$ cat config.mk
export PLATFORM = sky130hd
export DESIGN_NAME = pbm_basic_mode_control
export DESIGN_NICKNAME = d
export VERILOG_FILES = /design/src/pbm_pkg.sv /design/src/pbm_mgmt_serial.sv /design/src/pbm_basic_mode_control.sv
export SDC_FILE = /design/constraint.sdc
export NUM_CORES = 1
export LEC_CHECK = 0
export BUFFER_PORTS_ARGS = -buffer_cell sky130_fd_sc_hd__buf_2
export CORE_UTILIZATION = 56
export CTS_CLUSTER_SIZE = 20
export DETAILED_ROUTE_END_ITERATION = 10
export PLACE_DENSITY = 0.88
export REMOVE_ABC_BUFFERS = 1
export SLEW_MARGIN = 20
export SYNTH_ARGS = -nofsm -noshare
export SYNTH_HDL_FRONTEND = slang
export SYNTH_SLANG_ARGS = --single-unit
$ cat constraint.sdc
create_clock -name clk -period 2.28 [get_ports clk]
set_input_delay 0.114 -clock clk [delete_from_list [all_inputs] [get_ports clk]]
set_output_delay 0.114 -clock clk [all_outputs]
set_load 0.01 [all_outputs]
$ cat src/pbm_pkg.sv
// Constants and types shared by the basic mode control register block
package pbm_pkg;

    // ------------------------------------------------------------------
    // Register map and field positions
    // ------------------------------------------------------------------
    localparam logic [4:0] BMC_ADDR      = 5'h00;
    localparam int         BIT_RESET     = 15;
    localparam int         BIT_LOOPBACK  = 14;
    localparam int         BIT_SPEED     = 13;
    localparam int         BIT_AN_EN     = 12;
    localparam int         BIT_PWR_DOWN  = 11;
    localparam int         BIT_ISOLATE   = 10;
    localparam int         BIT_AN_RST    = 9;
    localparam int         BIT_DUPLEX    = 8;

    // ------------------------------------------------------------------
    // Reset values of the control fields
    // ------------------------------------------------------------------
    localparam logic       DEF_LOOPBACK  = 1'h0;
    localparam logic       DEF_SPEED     = 1'h1;
    localparam logic       DEF_AN_EN     = 1'h1;
    localparam logic       DEF_PWR_DOWN  = 1'h0;
    localparam logic       DEF_ISOLATE   = 1'h0;
    localparam logic       DEF_AN_RST    = 1'h0;
    localparam logic       DEF_DUPLEX    = 1'h1;

    // ------------------------------------------------------------------
    // Management frame layout
    // ------------------------------------------------------------------
    localparam logic [1:0] OP_READ       = 2'h2;
    localparam logic [1:0] OP_WRITE      = 2'h1;
    localparam logic [3:0] HDR_LAST      = 4'hB;
    localparam logic [3:0] TA_LAST       = 4'h1;
    localparam logic [3:0] DATA_LAST     = 4'hF;

    // ------------------------------------------------------------------
    // Timing
    // ------------------------------------------------------------------
    localparam int         CLK_PERIOD_NS  = 20;
    localparam int         SRESET_TIME_NS = 10000;
    localparam int         SRESET_CYC_INT = (SRESET_TIME_NS + CLK_PERIOD_NS - 1) / CLK_PERIOD_NS;
    localparam logic [9:0] SRESET_CYCLES  = 10'(SRESET_CYC_INT);

    // Serial frame engine states
    typedef enum logic [2:0] {
        PBM_SER_IDLE,
        PBM_SER_START,
        PBM_SER_HDR,
        PBM_SER_TA,
        PBM_SER_DATA
    } pbm_ser_state_t;

endpackage

$ cat src/pbm_mgmt_serial.sv
// Serial management frame engine: decodes read and write frames
`timescale 1ns/100ps
module pbm_mgmt_serial
(
    input  wire logic        clk,
    input  wire logic        rst_n,
    input  wire logic        ce,
    input  wire logic        mdc,
    input  wire logic        mdio_i,
    output logic             mdio_o,
    output logic             mdio_oe,
    input  wire logic [4:0]  phy_addr,
    input  wire logic [15:0] rd_data,
    output logic [4:0]       reg_addr,
    output logic             wr_stb,
    output logic [15:0]      wr_data
);

    pbm_pkg::pbm_ser_state_t state_q;
    logic [3:0]  cnt_q;
    logic [11:0] hdr_q;
    logic        one_seen_q;
    logic        mdc_q;
    logic [15:0] sh_q;
    logic        mdc_rise;
    logic        addr_hit;
    logic        read_hit;
    logic        write_hit;

    // ------------------------------------------------------------------
    // Header decode
    // ------------------------------------------------------------------
    assign mdc_rise  = mdc & ~mdc_q;
    assign addr_hit  = (hdr_q[9:5] == phy_addr);
    assign read_hit  = addr_hit && (hdr_q[11:10] == pbm_pkg::OP_READ);
    assign write_hit = addr_hit && (hdr_q[11:10] == pbm_pkg::OP_WRITE);
    assign reg_addr  = hdr_q[4:0];

    // Edge detect on the management clock
    always_ff @(posedge clk)
    begin
        if (!rst_n)
            mdc_q <= 1'h0;
        else if (ce)
            mdc_q <= mdc;
    end

    // Frame sequencer: preamble ones, start 01, header, turnaround, data
    always_ff @(posedge clk)
    begin
        if (!rst_n)
        begin
            state_q    <= pbm_pkg::PBM_SER_IDLE;
            cnt_q      <= 4'h0;
            hdr_q      <= 12'h000;
            one_seen_q <= 1'h0;
        end
        else if (ce && mdc_rise)
        begin
            case (state_q)
                pbm_pkg::PBM_SER_IDLE:
                begin
                    if (mdio_i)
                        one_seen_q <= 1'h1;
                    else if (one_seen_q)
                    begin
                        one_seen_q <= 1'h0;
                        state_q    <= pbm_pkg::PBM_SER_START;
                    end
                end
                pbm_pkg::PBM_SER_START:
                begin
                    cnt_q   <= 4'h0;
                    state_q <= mdio_i ? pbm_pkg::PBM_SER_HDR : pbm_pkg::PBM_SER_IDLE;
                end
                pbm_pkg::PBM_SER_HDR:
                begin
                    hdr_q <= {hdr_q[10:0], mdio_i};
                    cnt_q <= cnt_q + 4'h1;
                    if (cnt_q == pbm_pkg::HDR_LAST)
                    begin
                        cnt_q   <= 4'h0;
                        state_q <= pbm_pkg::PBM_SER_TA;
                    end
                end
                pbm_pkg::PBM_SER_TA:
                begin
                    cnt_q <= cnt_q + 4'h1;
                    if (cnt_q == pbm_pkg::TA_LAST)
                    begin
                        cnt_q   <= 4'h0;
                        state_q <= pbm_pkg::PBM_SER_DATA;
                    end
                end
                pbm_pkg::PBM_SER_DATA:
                begin
                    cnt_q <= cnt_q + 4'h1;
                    if (cnt_q == pbm_pkg::DATA_LAST)
                        state_q <= pbm_pkg::PBM_SER_IDLE;
                end
                default:
                    state_q <= pbm_pkg::PBM_SER_IDLE;
            endcase
        end
    end

    // Data shifter, line driver and write strobe
    always_ff @(posedge clk)
    begin
        if (!rst_n)
        begin
            mdio_o  <= 1'h0;
            mdio_oe <= 1'h0;
            sh_q    <= 16'h0000;
            wr_stb  <= 1'h0;
            wr_data <= 16'h0000;
        end
        else if (ce)
        begin
            wr_stb <= 1'h0;
            if (mdc_rise)
            begin
                case (state_q)
                    pbm_pkg::PBM_SER_TA:
                    begin
                        if (read_hit && cnt_q != pbm_pkg::TA_LAST)
                        begin
                            mdio_oe <= 1'h1; // Second turnaround bit driven low
                            mdio_o  <= 1'h0;
                        end
                        else if (read_hit)
                        begin
                            mdio_o <= rd_data[15];
                            sh_q   <= {rd_data[14:0], 1'h0};
                        end
                    end
                    pbm_pkg::PBM_SER_DATA:
                    begin
                        if (read_hit)
                        begin
                            mdio_o <= sh_q[15];
                            sh_q   <= {sh_q[14:0], 1'h0};
                            if (cnt_q == pbm_pkg::DATA_LAST)
                                mdio_oe <= 1'h0;
                        end
                        else if (write_hit)
                        begin
                            sh_q <= {sh_q[14:0], mdio_i};
                            if (cnt_q == pbm_pkg::DATA_LAST)
                            begin
                                wr_stb  <= 1'h1;
                                wr_data <= {sh_q[14:0], mdio_i};
                            end
                        end
                    end
                    default:
                        mdio_oe <= 1'h0;
                endcase
            end
        end
    end

endmodule

$ cat src/pbm_basic_mode_control.sv
// Basic mode control register, upper control bits, with MII gating
`timescale 1ns/100ps
//
// Function
// - Writing one to reset returns all control fields to defaults.
// - Reset bit defaults zero, reads one during reset sequence, then clears.
// - Loopback bit, default zero, loops transmit data into receive path.
// - Speed bit, default one, picks 100 or 10 Mbps when negotiation off.
// - With negotiation on, speed bit reads the negotiated speed.
// - Negotiation enable defaults one; speed and duplex then follow negotiation.
// - Power down bit, default zero; management stays answered while down.
// - No spurious MII transitions entering or during power down; clocks are ANDed with inverted pdn_q directly, so entry can cut a clock pulse short.
// - Isolate ignores transmit data, enable and error inputs.
// - Isolate floats clocks, receive lines, collision and carrier sense.
// - Management keeps working while isolated.
// - Writing one to restart begins negotiation again.
// - Restart ignored with negotiation disabled; host keeps it clear.
// - Restart bit reads one until negotiation has actually restarted.
// - Writing zero to restart leaves running negotiation untouched.
// - Duplex bit writable only with negotiation off; else reports negotiated.
module pbm_basic_mode_control
(
    input  wire logic        clk,
    input  wire logic        rst_n,
    input  wire logic        ce,
    input  wire logic        mdc,
    input  wire logic        mdio_i,
    output logic             mdio_o,
    output logic             mdio_oe,
    input  wire logic [4:0]  phy_addr,
    input  wire logic        an_speed_100,
    input  wire logic        an_full_duplex,
    input  wire logic        an_started,
    output logic             an_enable,
    output logic             an_restart_req,
    output logic             speed_100,
    output logic             full_duplex,
    output logic             loopback_en,
    output logic             power_down,
    output logic             soft_reset,
    input  wire logic [3:0]  mii_txd_i,
    input  wire logic        mii_tx_en_i,
    input  wire logic        mii_tx_er_i,
    output logic [3:0]       core_txd,
    output logic             core_tx_en,
    output logic             core_tx_er,
    input  wire logic        core_tx_clk,
    input  wire logic        core_rx_clk,
    input  wire logic [3:0]  core_rxd,
    input  wire logic        core_rx_dv,
    input  wire logic        core_rx_er,
    input  wire logic        core_col,
    input  wire logic        core_crs,
    output logic             mii_tx_clk_o,
    output logic             mii_rx_clk_o,
    output logic [3:0]       mii_rxd_o,
    output logic             mii_rx_dv_o,
    output logic             mii_rx_er_o,
    output logic             mii_col_o,
    output logic             mii_crs_o,
    output logic             mii_out_oe
);

    logic        loop_q;
    logic        speed_q;
    logic        an_en_q;
    logic        pdn_q;
    logic        iso_q;
    logic        an_rst_q;
    logic        dup_q;
    logic        rst_busy_q;
    logic [9:0]  rst_cnt_q;
    logic [4:0]  reg_addr;
    logic        wr_stb;
    logic [15:0] wr_data;
    logic        wr_hit;
    logic [15:0] bmc_word;
    logic [15:0] rd_data;

    // ------------------------------------------------------------------
    // Management access
    // ------------------------------------------------------------------
    // Frame engine runs regardless of isolate and power down
    pbm_mgmt_serial u_serial
    (
        .clk      (clk),
        .rst_n    (rst_n),
        .ce       (ce),
        .mdc      (mdc),
        .mdio_i   (mdio_i),
        .mdio_o   (mdio_o),
        .mdio_oe  (mdio_oe),
        .phy_addr (phy_addr),
        .rd_data  (rd_data),
        .reg_addr (reg_addr),
        .wr_stb   (wr_stb),
        .wr_data  (wr_data)
    );

    // Address decode; other addresses read zero and ignore writes
    assign wr_hit  = wr_stb && (reg_addr == pbm_pkg::BMC_ADDR);
    assign rd_data = (reg_addr == pbm_pkg::BMC_ADDR) ? bmc_word : 16'h0000;

    // Read view of the control word
    always_comb
    begin
        bmc_word                        = 16'h0000;
        bmc_word[pbm_pkg::BIT_RESET]    = rst_busy_q;
        bmc_word[pbm_pkg::BIT_LOOPBACK] = loop_q;
        bmc_word[pbm_pkg::BIT_SPEED]    = speed_100;
        bmc_word[pbm_pkg::BIT_AN_EN]    = an_en_q;
        bmc_word[pbm_pkg::BIT_PWR_DOWN] = pdn_q;
        bmc_word[pbm_pkg::BIT_ISOLATE]  = iso_q;
        bmc_word[pbm_pkg::BIT_AN_RST]   = an_rst_q;
        bmc_word[pbm_pkg::BIT_DUPLEX]   = full_duplex;
    end

    // ------------------------------------------------------------------
    // Software reset sequence
    // ------------------------------------------------------------------
    // Busy flag stands while the reset counter runs out
    always_ff @(posedge clk)
    begin
        if (!rst_n)
        begin
            rst_busy_q <= 1'h0;
            rst_cnt_q  <= 10'h000;
        end
        else if (ce)
        begin
            if (wr_hit && wr_data[pbm_pkg::BIT_RESET])
            begin
                rst_busy_q <= 1'h1;
                rst_cnt_q  <= pbm_pkg::SRESET_CYCLES;
            end
            else if (rst_busy_q)
            begin
                rst_cnt_q <= rst_cnt_q - 10'h001;
                if (rst_cnt_q == 10'h001)
                    rst_busy_q <= 1'h0;
            end
        end
    end

    // ------------------------------------------------------------------
    // Control fields
    // ------------------------------------------------------------------
    // Writable fields, held at defaults through any reset
    always_ff @(posedge clk)
    begin
        if (!rst_n)
        begin
            loop_q  <= pbm_pkg::DEF_LOOPBACK;
            speed_q <= pbm_pkg::DEF_SPEED;
            an_en_q <= pbm_pkg::DEF_AN_EN;
            pdn_q   <= pbm_pkg::DEF_PWR_DOWN;
            iso_q   <= pbm_pkg::DEF_ISOLATE;
            dup_q   <= pbm_pkg::DEF_DUPLEX;
        end
        else if (ce)
        begin
            if (rst_busy_q || (wr_hit && wr_data[pbm_pkg::BIT_RESET]))
            begin
                loop_q  <= pbm_pkg::DEF_LOOPBACK;
                speed_q <= pbm_pkg::DEF_SPEED;
                an_en_q <= pbm_pkg::DEF_AN_EN;
                pdn_q   <= pbm_pkg::DEF_PWR_DOWN;
                iso_q   <= pbm_pkg::DEF_ISOLATE;
                dup_q   <= pbm_pkg::DEF_DUPLEX;
            end
            else if (wr_hit)
            begin
                loop_q  <= wr_data[pbm_pkg::BIT_LOOPBACK];
                speed_q <= wr_data[pbm_pkg::BIT_SPEED];
                an_en_q <= wr_data[pbm_pkg::BIT_AN_EN];
                pdn_q   <= wr_data[pbm_pkg::BIT_PWR_DOWN];
                iso_q   <= wr_data[pbm_pkg::BIT_ISOLATE];
                if (!wr_data[pbm_pkg::BIT_AN_EN])
                    dup_q <= wr_data[pbm_pkg::BIT_DUPLEX];
            end
        end
    end

    // Restart request: set by a write of one, cleared once negotiation starts
    always_ff @(posedge clk)
    begin
        if (!rst_n)
            an_rst_q <= pbm_pkg::DEF_AN_RST;
        else if (ce)
        begin
            if (rst_busy_q || (wr_hit && wr_data[pbm_pkg::BIT_RESET]))
                an_rst_q <= pbm_pkg::DEF_AN_RST;
            else if (wr_hit && wr_data[pbm_pkg::BIT_AN_RST] && wr_data[pbm_pkg::BIT_AN_EN])
                an_rst_q <= 1'h1;
            else if (an_started || !an_en_q)
                an_rst_q <= 1'h0;
        end
    end

    // Effective settings seen by the datapath
    assign an_enable      = an_en_q;
    assign an_restart_req = an_rst_q;
    assign speed_100      = an_en_q ? an_speed_100 : speed_q;
    assign full_duplex    = an_en_q ? an_full_duplex : dup_q;
    assign loopback_en    = loop_q;
    assign power_down     = pdn_q;
    assign soft_reset     = rst_busy_q;

    // ------------------------------------------------------------------
    // MII gating
    // ------------------------------------------------------------------
    // Transmit inputs are dropped while isolated
    assign core_txd   = iso_q ? 4'h0 : mii_txd_i;
    assign core_tx_en = iso_q ? 1'h0 : mii_tx_en_i;
    assign core_tx_er = iso_q ? 1'h0 : mii_tx_er_i;

    // Receive side outputs, quiet low while powered down
    always_ff @(posedge clk)
    begin
        if (!rst_n)
        begin
            mii_rxd_o   <= 4'h0;
            mii_rx_dv_o <= 1'h0;
            mii_rx_er_o <= 1'h0;
            mii_col_o   <= 1'h0;
            mii_crs_o   <= 1'h0;
            mii_out_oe  <= 1'h0;
        end
        else if (ce)
        begin
            mii_out_oe  <= ~iso_q;
            mii_rxd_o   <= pdn_q ? 4'h0 : core_rxd;
            mii_rx_dv_o <= ~pdn_q & core_rx_dv;
            mii_rx_er_o <= ~pdn_q & core_rx_er;
            mii_col_o   <= ~pdn_q & core_col;
            mii_crs_o   <= ~pdn_q & core_crs;
        end
    end

    // Clocks pass straight through, held low while powered down
    assign mii_tx_clk_o = ~pdn_q & core_tx_clk;
    assign mii_rx_clk_o = ~pdn_q & core_rx_clk;

    // ------------------------------------------------------------------
    // Assertions
    // ------------------------------------------------------------------
    sreset_defaults_a: assert property (@(posedge clk) disable iff (!rst_n)
        (ce && wr_hit && wr_data[pbm_pkg::BIT_RESET]) |=> (!loop_q && speed_q && an_en_q && !pdn_q && !iso_q))
        else $error("soft reset did not restore defaults");
    sreset_read_a: assert property (@(posedge clk) disable iff (!rst_n)
        (ce && wr_hit && wr_data[pbm_pkg::BIT_RESET]) |=> rd_data[pbm_pkg::BIT_RESET] [*8])
        else $error("reset bit not held during sequence");
    loopback_set_a: assert property (@(posedge clk) disable iff (!rst_n)
        (ce && wr_hit && !rst_busy_q && !wr_data[pbm_pkg::BIT_RESET] && wr_data[pbm_pkg::BIT_LOOPBACK])
        |=> loopback_en)
        else $error("loopback not enabled by write");
    forced_speed_a: assert property (@(posedge clk) disable iff (!rst_n)
        (ce && wr_hit && !rst_busy_q && !wr_data[pbm_pkg::BIT_RESET] && !wr_data[pbm_pkg::BIT_AN_EN])
        |=> (speed_100 == $past(wr_data[pbm_pkg::BIT_SPEED])))
        else $error("forced speed not applied");
    an_speed_read_a: assert property (@(posedge clk) disable iff (!rst_n)
        (an_en_q && reg_addr == pbm_pkg::BMC_ADDR) |-> (rd_data[pbm_pkg::BIT_SPEED] == an_speed_100))
        else $error("speed read does not show negotiated speed");
    an_duplex_a: assert property (@(posedge clk) disable iff (!rst_n)
        (an_en_q && reg_addr == pbm_pkg::BMC_ADDR) |-> (rd_data[pbm_pkg::BIT_DUPLEX] == an_full_duplex))
        else $error("duplex does not follow negotiation");
    isolate_tx_a: assert property (@(posedge clk) disable iff (!rst_n)
        iso_q |-> (!core_tx_en && !core_tx_er && core_txd == 4'h0))
        else $error("transmit inputs passed while isolated");
    isolate_float_a: assert property (@(posedge clk) disable iff (!rst_n)
        (ce && iso_q) |=> !mii_out_oe)
        else $error("MII outputs driven while isolated");
    restart_set_a: assert property (@(posedge clk) disable iff (!rst_n)
        (ce && wr_hit && !rst_busy_q && !wr_data[pbm_pkg::BIT_RESET]
         && wr_data[pbm_pkg::BIT_AN_EN] && wr_data[pbm_pkg::BIT_AN_RST]) |=> an_restart_req)
        else $error("restart request not raised");
    restart_hold_a: assert property (@(posedge clk) disable iff (!rst_n)
        (an_restart_req && !an_started && an_en_q && !rst_busy_q
         && !(wr_hit && wr_data[pbm_pkg::BIT_RESET])) |=> an_restart_req)
        else $error("restart request dropped before start");
    // Forced duplex, end of the reset sequence, restart ignore and clear, and quiet outputs
    duplex_forced_a: assert property (@(posedge clk) disable iff (!rst_n)
        (ce && wr_hit && !rst_busy_q && !wr_data[pbm_pkg::BIT_RESET] && !wr_data[pbm_pkg::BIT_AN_EN])
        |=> (full_duplex == $past(wr_data[pbm_pkg::BIT_DUPLEX])))
        else $error("forced duplex not applied");
    sreset_clear_a: assert property (@(posedge clk) disable iff (!rst_n)
        (ce && rst_busy_q && rst_cnt_q == 10'h001 && !(wr_hit && wr_data[pbm_pkg::BIT_RESET]))
        |=> !bmc_word[pbm_pkg::BIT_RESET])
        else $error("reset bit not cleared after sequence");
    restart_ignored_a: assert property (@(posedge clk) disable iff (!rst_n)
        (ce && wr_hit && !wr_data[pbm_pkg::BIT_AN_EN] && !an_rst_q) |=> !an_restart_req)
        else $error("restart accepted with negotiation disabled");
    restart_clear_a: assert property (@(posedge clk) disable iff (!rst_n)
        (ce && an_started && !(wr_hit && wr_data[pbm_pkg::BIT_AN_RST] && wr_data[pbm_pkg::BIT_AN_EN]))
        |=> !an_restart_req)
        else $error("restart request not cleared by start");
    pdn_quiet_a: assert property (@(posedge clk) disable iff (!rst_n)
        (ce && pdn_q) |=> (mii_rxd_o == 4'h0 && !mii_rx_dv_o && !mii_rx_er_o && !mii_col_o && !mii_crs_o))
        else $error("MII outputs active while powered down");

endmodule

==> impl_results.md <==
* Status: finished clean
* First-pass GRT wire length at 11.9 mm
* Die area at 6720 sq um
* Hold path startpoint: core_rxd[0]
* Yosys warns at 0
* CP Max Fanout at 5
* Total core area at 6060 sq um
* Placer congestion estimate at 0.820
* 1st-pass router iterations at 4
* CTS-repair resized insts at 0
* Max Slew Vio Count at 0
* Register area share after synthesis at 0.419
* Met1 usage at 0.280
* Diodes inserted at 0
* Synth unique cells at 50
* Met3 global-route usage at 0.0567
* Via count at 3016
* DIE HEIGHT at 82.0 microns
* Port Buffers at 54
* Overall routed net length at 7.45 mm
* Most common cell in the netlist: dfxtp_1
* Area after DPL at 3890 sq um
* Row count at 28
* Clock sinks at 75
* Avg Cell Area, Syn at 8.78 sq um
* PD cells at 665 nW/um^2
* Hold Vio Cnt, Final at 0
* Clk_skew at 0.00679 ns
* # nets final at 488
* Area growth, synth to finish at 15.8%
* Final setup TNS at 0 ns
* Fin crit share at 0.947
* WP data required at 2.57 ns
* Pin count of the biggest net entering global routing at 83
* CTS tree: built
* Post-synth top area share at 0.419
* Crit. End Element: flip-flop
* Busiest grt layer: met2
* Post-synth EDFFs at 0
* CP startpoint: u_serial.cnt_q[0]
* Wire per inst at 13.9 microns
* DP HPWL at 5.04 mm
* Arr. time, crit path at 2.45 ns
* Antenna violations before repair at 0
* CTS Root Cell: clkbuf_8
* R2R Path End: u_serial.state_q[0]
* Max cap viols at 0
* Final setup violation count at 0
* Startpoint types: flip-flop
* Seq cells post-synth at 75
* Worst VDD drop at 0.672 mV
* Ys flop type: dfxtp_1
* Vias in the first global route at 2673
* # Post-CTS Setup Buffers at 0
* Slew headroom at 0.500
* Leak pwr at 1.67 nW
* Worst Setup EP: u_serial.state_q[0]
* Total grt overflow at 0
* Worst hold path class: in -> reg
* WHS at 0.0109 ns
* Remaining antenna violation count after routing at 0
* Final Instance Area at 4150 sq um
* Reg-to-reg setup timing slack at 0.12 ns
* Least-Margin Pin Slew at 0.740 ns
* Clock slew at reported path FFs at 0.07 ns
* # IOs at 55
* Top post-synthesis cells by count: dfxtp_1, nand2_1, nor2b_1
* Num CTS Buffers at 9
* Top cells by area, synth: dfxtp_1, nor2b_1, nand2_1
* Die Wd at 82.0 microns
* Synthesized cell area at 3580 sq um
* Async set-reset flop share out of synthesis at 0
* Worst flop-to-flop path startpoint: u_serial.cnt_q[0]
* Fmax at 463 MHz
* Tot GR Track Use at 0.233
* Initial Utilization at 0.591
* Vias per cell at 5.64
* Final min period at 2.16 ns
* Drt drc at 0
* Setup CP Type: reg -> reg
* RSZ-0062 raised after global routing: no
* Layout cells sized above 1 at 0.187
* H-Tree Depth at 3
* Yosys top cell by area: dfxtp_1
* Reg2Reg Depth at 6
* Met2 Track Usage GR at 0.398
* Clk buf depth at 2
* Gate Count Post-Synth at 408
* DRT iter0 DRCs at 215
* Clock latency on the worst-skew pair at 0.35 ns
* CTS hold repair buffers at 0
how the worst min path moves through the flow:
stage | cells after the start | slack (ns) | to
2_1_floorplan | 1 | 0.18 | an_enable
3_3_place_gp | 3 | 0.37 | mii_rx_er_o
3_5_place_dp | 3 | 0.37 | mii_rxd_o[2]
4_1_cts | 3 | 0.004 | mii_rxd_o[2]
5_1_grt | 3 | 0.02 | mii_rxd_o[3]
6_report | 3 | 0.01 | mii_rxd_o[0]
power by group:
| group | leakage [nW] | total (W) | internal [W] | switching, W |
|---|---|---|---|---|
| registers | 0.606 | 0.00132 | 0.00132 | 0.00000478 |
| logic | 0.932 | 0.000150 | 0.0000696 | 0.0000802 |
| clock network | 0.133 | 0.00128 | 0.000815 | 0.000466 |
| total | 1.67 | 0.00276 | 0.00220 | 0.000551 |
sequential cells by signal, indices dropped and copies added, names as in the netlist, 3 cells and up:
| register | cells |
|---|---|
| u_serial.sh_q | 16 |
| u_serial.hdr_q | 12 |
| rst_cnt_q | 10 |
| u_serial.wr_data | 8 |
| mii_rxd_o | 4 |
| u_serial.cnt_q | 4 |
| u_serial.state_q | 3 |
per-stage QoR:
stage / std cells / utilization / setup WS (ns) / total power [W]
5_1_grt: 535 / 0.684 / 0.0231 / 0.00285
4_1_cts: 535 / 0.684 / 0.138 / 0.00277
3_3_place_gp: 519 / 0.641 / 0.284 / 0.00150
3_5_place_dp: 519 / 0.641 / 0.189 / 0.00150
2_1_floorplan: 383 / - / 0.0287 / 0.00142
6_report: 535 / 0.684 / 0.120 / 0.00276
cell families after synthesis:
family          share of synthesized area
compound gates                      0.160
xor+xnor                           0.0293
fa+ha+maj                          0.0140
buf+inv                            0.0419
flops                               0.419
mux                                0.0594
simple gates                        0.276
cell type report:
cell class                      instances  area [sq um]
Sequential cell                        75          1500
Timing Repair Buffer                   61           335
Clock inverter                          4          95.1
Fill cell                             473          1910
Clock buffer                           12           165
Inverter                                7          26.3
Multi-Input combinational cell        301          1930
Tap cell                               75          93.8
critical path, cell delays in order (launching register included):
cell and delay [ns]:
dfxtp_1 0.40, ha_1 0.16, or3b_1 0.44, a22oi_1 0.23
nand3_1 0.21, or4_1 0.52, a21boi_1 0.15
layout by cell type, fill, tap and decap left out, drive strengths merged, types with 3 or more instances in the layout:
master | synthesis | layout
and3 | 5 | 5
ha | 4 | 4
mux2i | 19 | 19
o22ai | 10 | 10
o21ai | 15 | 15
and2 | 9 | 9
nand4 | 4 | 4
or3 | 3 | 3
nand3b | 5 | 5
nand2 | 57 | 57
dfxtp | 75 | 75
a22oi | 4 | 4
nor4 | 6 | 6
a21boi | 24 | 24
bufinv | 0 | 3
buf | 7 | 61
a21oi | 14 | 14
clkbuf | 18 | 12
nand3 | 20 | 20
nor2 | 10 | 10
nor3 | 5 | 5
o21a | 5 | 5
xnor2 | 7 | 7
nor2b | 40 | 40
inv | 7 | 7
xor2 | 5 | 5
nor3b | 3 | 3
nand2b | 5 | 5
or3b | 3 | 3
per-layer routing:
metal,part of all wire,up-vias,wire length (microns)
met4,0.017,0,127
met3,0.041,14,303
met2,0.49,82,3640
met5,0,-,0
met1,0.45,1402,3380
li1,-,1518,-
Note: power is estimated with default switching activity, not from simulation.
